## config.mk

```make
export PLATFORM = sky130hd
export DESIGN_NAME = strap_pin_block
export DESIGN_NICKNAME = d
export VERILOG_FILES = /design/src/inc/strap_pin_pkg.sv /design/src/verilog/strap_pin_block.sv
export SDC_FILE = /design/constraint.sdc
export NUM_CORES = 1
export LEC_CHECK = 0
export ABC_CLOCK_PERIOD_IN_PS = 2500
export BUFFER_PORTS_ARGS = -buffer_cell sky130_fd_sc_hd__buf_2
export CAP_MARGIN = 5
export CORE_MARGIN = 3
export CORE_UTILIZATION = 53
export CTS_CLUSTER_SIZE = 30
export DETAILED_ROUTE_END_ITERATION = 8
export PLACE_DENSITY = 0.83
export SLEW_MARGIN = 0
export SYNTH_ARGS = -nofsm -noshare
export SYNTH_HDL_FRONTEND = slang
export SYNTH_SLANG_ARGS = --single-unit
```

## constraint.sdc

```tcl
create_clock -name i_core_clk -period 2.5 [get_ports i_core_clk]
set_input_delay 0.625 -clock i_core_clk [delete_from_list [all_inputs] [get_ports i_core_clk]]
set_output_delay 0.625 -clock i_core_clk [all_outputs]
set_load 0.01 [all_outputs]
```

## src/inc/strap_pin_pkg.sv

```systemverilog
// Purpose: constants and types for the reset strap and status pin block
// Assumes: one 100 MHz core clock, byte-wide register port, 7-bit register index
// Notes: register indices are shared by the local port and the serial link
// Behaviour
// - Reset low returns every register but the synchronisers to defaults
// - Source switch strap loads external switch enable
// - Enabled source switch picks input pair
// - Three straps give single-ended output code
// - Three straps give differential output code
// - Failure pin mirrors status or floats
// - Lock pin shows lock or drives low
// - Four GP pins: direction, value, status
// - Rate strap sets family and digital bits
// - Interrupt pin: request or reference activity
// - Interrupt polarity, open drain, GP output
// - Master clocks, sends serial in; device answers
// - Phase input picks leading or trailing edge
package strap_pin_pkg;

	localparam logic [6:0] ADDR_CTRL = 7'h00;
	localparam logic [6:0] ADDR_STRAP = 7'h01;
	localparam logic [6:0] ADDR_GP_CTRL = 7'h02;
	localparam logic [6:0] ADDR_GP_STATE = 7'h03;
	localparam logic [6:0] ADDR_INT_CTRL = 7'h04;
	localparam logic [6:0] ADDR_STATUS = 7'h05;

	// Controller side figure, listed for the bench
	localparam int RST_MIN_OSC_CYCLES = 2;
	// Last bit index of the command byte and of the data byte
	localparam logic [2:0] LAST_BIT = 3'h7;

	typedef struct packed {
		logic dig2_family;
		logic dig1_family;
		logic rate_family_select;
		logic lock_pin_enable;
		logic reference_failure_pin_enable;
		logic external_switch_enable;
	} ctrl_t;

	typedef struct packed {
		logic [2:0] diff_code;
		logic [2:0] se_code;
	} strap_t;

	typedef struct packed {
		logic [3:0] out_value;
		logic [3:0] direction;
	} gp_ctrl_t;

	typedef struct packed {
		logic gpo_value;
		logic gpo_mode;
		logic open_drain;
		logic active_high;
		logic ref_loss_mode;
	} int_ctrl_t;

	typedef struct packed {
		logic out;
		logic oe;
	} pin_drive_t;

	typedef struct packed {
		logic cs_n;
		logic sclk;
		logic sdi;
		logic capture_edge_select;
	} spi_pins_t;

	typedef struct packed {
		spi_pins_t spi;
		logic fast_source_switch_in;
		logic se_strap_b0;
		logic refail_pin;
		logic lock_pin;
		logic [3:0] gp_pin;
	} pin_sample_t;

	typedef enum logic [2:0] {
		SPI_IDLE = 3'h1,
		SPI_CMD = 3'h2,
		SPI_DATA = 3'h4
	} spi_state_t;

	localparam ctrl_t CTRL_RST = ctrl_t'(6'h00);
	localparam strap_t STRAP_RST = strap_t'(6'h00);
	localparam gp_ctrl_t GP_CTRL_RST = gp_ctrl_t'(8'h00);
	localparam int_ctrl_t INT_CTRL_RST = int_ctrl_t'(5'h00);

endpackage

```

## src/verilog/strap_pin_block.sv

```systemverilog
// Purpose: strap capture at reset release, shared status pins, GP pins, serial register link
// Assumes: pins and serial link are asynchronous and pass two flip-flops
// Notes: serial frame is read flag, 7-bit index, 8 data bits, MSB first, clock idles low
module strap_pin_block (
	input wire logic i_core_clk,
	input wire logic i_rst_n,
	input wire logic [6:0] i_addr,
	input wire logic [7:0] i_wdata,
	input wire logic i_wr,
	input wire logic i_rd,
	output logic [7:0] o_rdata,
	input wire logic i_fast_source_switch_in,
	input wire logic i_se_strap_b0,
	input wire logic i_refail_pin,
	output strap_pin_pkg::pin_drive_t o_refail_pin,
	input wire logic i_lock_pin,
	output strap_pin_pkg::pin_drive_t o_lock_pin,
	input wire logic [3:0] i_gp_pin,
	output logic [3:0] o_gp_pin,
	output logic [3:0] o_gp_pin_oe,
	output strap_pin_pkg::pin_drive_t o_irq_pin,
	input wire strap_pin_pkg::spi_pins_t i_spi,
	output logic o_sdo,
	input wire logic i_reference_failure_status,
	input wire logic i_dpll_locked,
	input wire logic i_irq_pending,
	input wire logic i_ref_activity,
	output logic o_input_pair_select,
	output strap_pin_pkg::ctrl_t o_ctrl,
	output strap_pin_pkg::strap_t o_strap
);

	typedef struct packed {
		strap_pin_pkg::pin_sample_t s1;
		strap_pin_pkg::pin_sample_t s2;
		logic sclk_d;
		logic in_reset;
		logic live;
		strap_pin_pkg::ctrl_t ctrl;
		strap_pin_pkg::strap_t strap;
		strap_pin_pkg::gp_ctrl_t gp;
		strap_pin_pkg::int_ctrl_t ic;
		strap_pin_pkg::spi_state_t spi;
		logic [2:0] bit_cnt;
		logic rw;
		logic [6:0] addr;
		logic [7:0] sh_in;
		logic [7:0] sh_out;
		logic sdo;
		logic [7:0] rdata;
		logic pair_sel;
		strap_pin_pkg::pin_drive_t refail;
		strap_pin_pkg::pin_drive_t lock;
		strap_pin_pkg::pin_drive_t irq;
		logic [3:0] gp_out;
		logic [3:0] gp_oe;
	} state_t;

	state_t st;
	state_t next_st;
	strap_pin_pkg::pin_sample_t pins;
	logic sclk_rise;
	logic sclk_fall;
	logic cap_edge;
	logic launch_edge;
	logic irq_level;

	////////////////////////////////////////////////////////////////////////////////
	// Register access shared by the local port and the serial link

	function automatic logic [7:0] reg_read(input state_t s, input logic [6:0] a);
		logic [7:0] d;
		d = 8'h00;
		case (a)
			strap_pin_pkg::ADDR_CTRL: d = {2'h0, s.ctrl};
			strap_pin_pkg::ADDR_STRAP: d = {2'h0, s.strap};
			strap_pin_pkg::ADDR_GP_CTRL: d = s.gp;
			strap_pin_pkg::ADDR_GP_STATE: d = {4'h0, s.s2.gp_pin};
			strap_pin_pkg::ADDR_INT_CTRL: d = {3'h0, s.ic};
			strap_pin_pkg::ADDR_STATUS: d = {5'h00, s.s2.fast_source_switch_in,
				i_dpll_locked, i_reference_failure_status};
			default: d = 8'h00;
		endcase
		return d;
	endfunction

	// Strap register is read only, so later pin activity cannot disturb it
	function automatic state_t reg_write(input state_t s, input logic [6:0] a,
		input logic [7:0] d);
		state_t r;
		r = s;
		case (a)
			strap_pin_pkg::ADDR_CTRL: r.ctrl = d[5:0];
			strap_pin_pkg::ADDR_GP_CTRL: r.gp = d;
			strap_pin_pkg::ADDR_INT_CTRL: r.ic = d[4:0];
			default: r = s;
		endcase
		return r;
	endfunction

	////////////////////////////////////////////////////////////////////////////////
	// Next state

	assign pins = {i_spi, i_fast_source_switch_in, i_se_strap_b0, i_refail_pin, i_lock_pin,
		i_gp_pin};
	assign sclk_rise = st.s2.spi.sclk & ~st.sclk_d;
	assign sclk_fall = ~st.s2.spi.sclk & st.sclk_d;
	assign cap_edge = st.s2.spi.capture_edge_select ? sclk_fall : sclk_rise;
	assign launch_edge = st.s2.spi.capture_edge_select ? sclk_rise : sclk_fall;

	always_comb begin
		next_st = st;
		// Synchronisers keep running through reset so the straps are valid at release
		next_st.s1 = pins;
		next_st.s2 = st.s1;
		next_st.sclk_d = st.s2.spi.sclk;
		next_st.rdata = 8'h00;
		irq_level = 1'b0;
		if (!i_rst_n) begin
			next_st.in_reset = 1'b1;
			next_st.live = 1'b0;
			next_st.ctrl = strap_pin_pkg::CTRL_RST;
			next_st.strap = strap_pin_pkg::STRAP_RST;
			next_st.gp = strap_pin_pkg::GP_CTRL_RST;
			next_st.ic = strap_pin_pkg::INT_CTRL_RST;
			next_st.spi = strap_pin_pkg::SPI_IDLE;
			next_st.bit_cnt = 3'h0;
			next_st.rw = 1'b0;
			next_st.addr = 7'h00;
			next_st.sh_in = 8'h00;
			next_st.sh_out = 8'h00;
			next_st.sdo = 1'b0;
			next_st.pair_sel = 1'b0;
			next_st.refail = 2'h0;
			next_st.lock = 2'h0;
			next_st.irq = 2'h0;
			next_st.gp_out = 4'h0;
			next_st.gp_oe = 4'h0;
		end else begin
			if (st.in_reset) begin
				next_st.in_reset = 1'b0;
				next_st.live = 1'b1;
				next_st.ctrl.external_switch_enable = st.s2.fast_source_switch_in;
				next_st.strap.se_code = {st.s2.lock_pin, st.s2.refail_pin, st.s2.se_strap_b0};
				next_st.strap.diff_code = st.s2.gp_pin[2:0];
				next_st.ctrl.rate_family_select = st.s2.gp_pin[3];
				next_st.ctrl.dig1_family = st.s2.gp_pin[3];
				next_st.ctrl.dig2_family = st.s2.gp_pin[3];
			end

			if (st.s2.spi.cs_n) begin
				next_st.spi = strap_pin_pkg::SPI_IDLE;
				next_st.bit_cnt = 3'h0;
			end else begin
				case (st.spi)
					strap_pin_pkg::SPI_IDLE: begin
						next_st.spi = strap_pin_pkg::SPI_CMD;
						next_st.bit_cnt = 3'h0;
						next_st.sh_out = 8'h00;
					end
					strap_pin_pkg::SPI_CMD: begin
						if (cap_edge) begin
							next_st.sh_in = {st.sh_in[6:0], st.s2.spi.sdi};
							next_st.bit_cnt = st.bit_cnt + 3'h1;
							if (st.bit_cnt == strap_pin_pkg::LAST_BIT) begin
								next_st.rw = st.sh_in[6];
								next_st.addr = {st.sh_in[5:0], st.s2.spi.sdi};
								next_st.sh_out = reg_read(st, {st.sh_in[5:0], st.s2.spi.sdi});
								next_st.spi = strap_pin_pkg::SPI_DATA;
							end
						end
					end
					strap_pin_pkg::SPI_DATA: begin
						if (cap_edge) begin
							next_st.sh_in = {st.sh_in[6:0], st.s2.spi.sdi};
							next_st.bit_cnt = st.bit_cnt + 3'h1;
							if (st.bit_cnt == strap_pin_pkg::LAST_BIT && !st.rw) begin
								next_st = reg_write(next_st, st.addr,
									{st.sh_in[6:0], st.s2.spi.sdi});
							end
						end
						if (launch_edge) begin
							next_st.sdo = st.sh_out[7];
							next_st.sh_out = {st.sh_out[6:0], 1'b0};
						end
					end
					default: next_st.spi = strap_pin_pkg::SPI_IDLE;
				endcase
			end

			// Local port wins a same-cycle clash with a serial write
			if (i_wr) begin
				next_st = reg_write(next_st, i_addr, i_wdata);
			end
			if (i_rd) begin
				next_st.rdata = reg_read(st, i_addr);
			end

			next_st.pair_sel = st.ctrl.external_switch_enable & st.s2.fast_source_switch_in;
			next_st.refail.out = i_reference_failure_status;
			next_st.refail.oe = st.live & st.ctrl.reference_failure_pin_enable;
			next_st.lock.out = st.ctrl.lock_pin_enable & i_dpll_locked;
			next_st.lock.oe = st.live;
			next_st.gp_out = st.gp.out_value;
			next_st.gp_oe = st.live ? st.gp.direction : 4'h0;
			if (st.ic.ref_loss_mode) begin
				irq_level = i_ref_activity;
			end else if (st.ic.gpo_mode) begin
				irq_level = st.ic.gpo_value;
			end else begin
				irq_level = st.ic.active_high ? i_irq_pending : ~i_irq_pending;
			end
			if (st.ic.open_drain && !st.ic.ref_loss_mode) begin
				next_st.irq.out = 1'b0;
				next_st.irq.oe = st.live & ~irq_level;
			end else begin
				next_st.irq.out = irq_level;
				next_st.irq.oe = st.live;
			end
		end
	end

	always_ff @(posedge i_core_clk) begin
		st <= next_st;
	end

	assign o_rdata = st.rdata;
	assign o_refail_pin = st.refail;
	assign o_lock_pin = st.lock;
	assign o_gp_pin = st.gp_out;
	assign o_gp_pin_oe = st.gp_oe;
	assign o_irq_pin = st.irq;
	assign o_sdo = st.sdo;
	assign o_input_pair_select = st.pair_sel;
	assign o_ctrl = st.ctrl;
	assign o_strap = st.strap;
endmodule // strap_pin_block
```

==> summary.md <==
| Metric | Value |
|---|---|
| Setup skew after layout | `0.009967 ns` |
| Sequential-to-total area share from yosys stat | `between 40% and 50%` |
| CTS H-Tree Depth | `3` |
| Row Count | `33` |
| Hold Buf Count CTS | `0` |
| Synth async-reset ratio | `0%` |
| GRT Overall Usage | `20.62%` |
| Yosys reg bits | `about 110` |
| Clock share of power | `a little over a third` |
| CTS tree | `done` |
| DR vias | `3445` |
| Share of cells above drive strength 1 | `about 22%` |
| Final setup viols | `0` |
| Placement Setup Slack | `about 0.083 ns` |
| Cell variety after synth | `52` |
| Setup bufs post-CTS | `0` |
| GR Util met2 | `between 30% and 40%` |
| DR WL/cell | `about 16 µm` |
| Area growth from synthesis to layout | `8.386%` |
| Static leakage | `1.924 nW` |
| Syn avg cell area | `9.589 µm²` |
| Startpoint types | `register` |
| Top cell type's share of synthesized area | `approximately 46%` |
| DRC marker count from the first detailed-route iteration | `287` |
| Worst min path class | `input pin to register` |
| Synth area leader | `dfxtp_1` |
| Largest net degree at the start of global routing | `21` |
| WP data required | `roughly 2.8 ns` |
| Max-cap viol count | `0` |
| Slew Viols, Final | `0` |
| CTS root buf | `clkbuf_8` |
| Post-synth top flop | `dfxtp_1` |
| Total CTS buffers | `9` |
| Post-Route WL | `~10000 µm` |
| Antenna diode count | `0` |
| Nets | `540` |
| Die area | `9704 µm²` |
| Worst-case vdd ir drop | `around 0.34 mV` |
| Worst setup EP type | `register` |
| Post-Syn Area | `roughly 4500 µm²` |
| Synth warnings | `0` |
| Busiest layer in global routing | `met2` |
| Post-synth EDFFs | `0` |
| Critical path fanouts, max | `13` |
| R2r setup slk | `0.30 ns` |
| Core ar. | `between 8000 and 9000 µm²` |
| Clock-pin slew on the worst setup and hold paths | `around 0.11 ns` |
| Max_slew headroom | `44.98%` |
| Number of global-route vias before repair | `3273` |
| Setup ws final | `around 0.30 ns` |
| P_int | `approximately 2.3 mW` |
| Syn_nets | `approximately 500` |
| I/O pin cnt | `between 70 and 80` |
| Sequential share of power | `~58%` |
| Cell Pwr Density | `~620 nW/µm²` |
| Gr ovfl total | `0` |
| Max Clk Rate | `between 400 and 500 MHz` |
| Clk buf depth | `2` |
| Crit share post-route | `between 80 and 90%` |
| Hold Vio Cnt, Final | `0` |
| Synth area leaders | `dfxtp_1, mux2i_1, buf_4` |
| RSZ-0062 raised after global routing | `no` |
| Dpl hpwl | `around 7000 µm` |
| Outcome | `completed` |
| First-pass GRT wire length | `around 16000 µm` |
| I/O Buffers | `70` |
| Initial antenna violation count | `0` |
| Worst skew pair latency | `between 0.3 and 0.4 ns` |
| Placer Congestion | `0.8741` |
| ANT nets after route | `0` |
| Net load switching power | `around 0.76 mW` |
| Sw Ratio | `approximately a quarter` |
| Avg Vias per Cell | `5.620` |
| Setup TNS | `0 ns` |
| Die H | `98.51 µm` |
| Cell count after synthesis | `approximately 470` |
| GR Layer Usage met3 | `approximately 4.2%` |
| Setup CP Type | `register to register` |
| Minimum clock period | `between 2 and 2.5 ns` |
| Die width | `98.51 µm` |
| CTS Sinks | `105` |
| Slew @ Worst Pin | `0.8241 ns` |
| DRC Markers | `0` |
| Pre-antenna DRT Iters | `5` |
| Power share of the combinational group | `just over 6%` |
| Met1 usage | `between 20% and 30%` |
| Worst EP arrival | `2.51 ns` |
| Resized cells post-CTS | `0` |
| Initial Util | `54.92%` |
## Yosys cell counts (3+ instances only)
library cell / n
nor2_1: 33
a21oi_1: 41
buf_4: 35
mux2i_1: 42
or3b_2: 3
nor4_1: 3
clkbuf_1: 16
nand3b_1: 5
nor3_1: 4
inv_1: 5
mux4_2: 7
nand2_1: 38
o21ai_0: 28
and2_1: 9
nand3_1: 20
o22ai_1: 4
o2bb2ai_1: 6
nor3b_1: 3
nand2b_1: 13
buf_1: 3
dfxtp_1: 105
and3_1: 7
nor2b_1: 5
## state kept, by name, indices dropped and copies added (netlist names), 2 cells and up
register,cells
st,69
o_irq_pin,2
o_gp_pin,4
o_gp_pin_oe,4
o_rdata,8
o_refail_pin,2
o_lock_pin,2
o_ctrl,6
o_strap,6
## worst max-delay path, stage by stage, from the launching register on
cell	delay, ns
dfxtp_1	0.43
or3b_4	0.51
a21oi_1	0.34
a2bb2oi_1	0.30
and2_1	0.35
mux2i_1	0.21
## stage by stage
step	cells	cell area [µm²]	power [mW]	util, %	hold WS [ns]
floorplan	473	4536	1.920	-	0.3096
global placement	597	4707	1.972	57.00	0.3111
detailed placement	597	4707	1.979	57.00	0.3121
CTS	613	4916	3.050	59.53	0.3329
global route	613	4916	3.144	59.53	0.3233
finish	613	4916	3.046	59.53	0.3362
## power by group through the flow
stage	Sequential, mW	Clock [mW]	Combinational (mW)
global route	1.76	1.17	0.208
floorplan	1.77	0	0.150
finish	1.76	1.10	0.189
CTS	1.75	1.11	0.188
detailed placement	1.79	0	0.186
global placement	1.79	0	0.181
## path summary, 6_finish.rpt
| path | startpoint | endpoint | depth (start not counted) |
|---|---|---|---|
| worst max register to register | st[53] | st[24] | 5 |
| worst min register to register | st[105] | st[93] | 0 |
| worst min-delay path | i_se_strap_b0 | st[100] | 1 |
| worst max-delay path | st[53] | st[24] | 5 |
## kinds of logic after synthesis
kind of cell / synth area share (%)
multiplexers: 13.24
AND/OR/NAND/NOR: 18.73
flip-flops: 46.34
adder cells (fa/ha/maj): 0.5516
AO/OA/AOI/OAI: 12.61
XOR/XNOR: 0.1931
buffers and inverters: 8.331
## metal layers
layer / wire length (µm) / up-vias
li1: - / 1684
met1: 4357 / 1568
met2: 4391 / 161
met3: 901 / 32
met4: 320 / 0
met5: 0 / -
## placed cells by master, fill, tap and decap left out, types with 13 or more instances in the layout
cell type / netlist / final
dfxtp_1: 105 / 105
buf_2: 2 / 70
mux2i_1: 42 / 42
a21oi_1: 41 / 41
nand2_1: 38 / 38
nor2_1: 33 / 33
o21ai_0: 28 / 28
nand3_1: 20 / 20
nand2b_1: 13 / 13
## final cells by class
cell class              instances  area (µm²)
clock buffers                   9       123.9
flip-flops and latches        105        2102
repair buffers                 76       395.4
multi-input cells             305        2056
fillers                       708        3342
clock inverters                 7       85.08
inverters                       6       22.52
well taps                     105       131.4
Power figures use the tool's default switching activity.
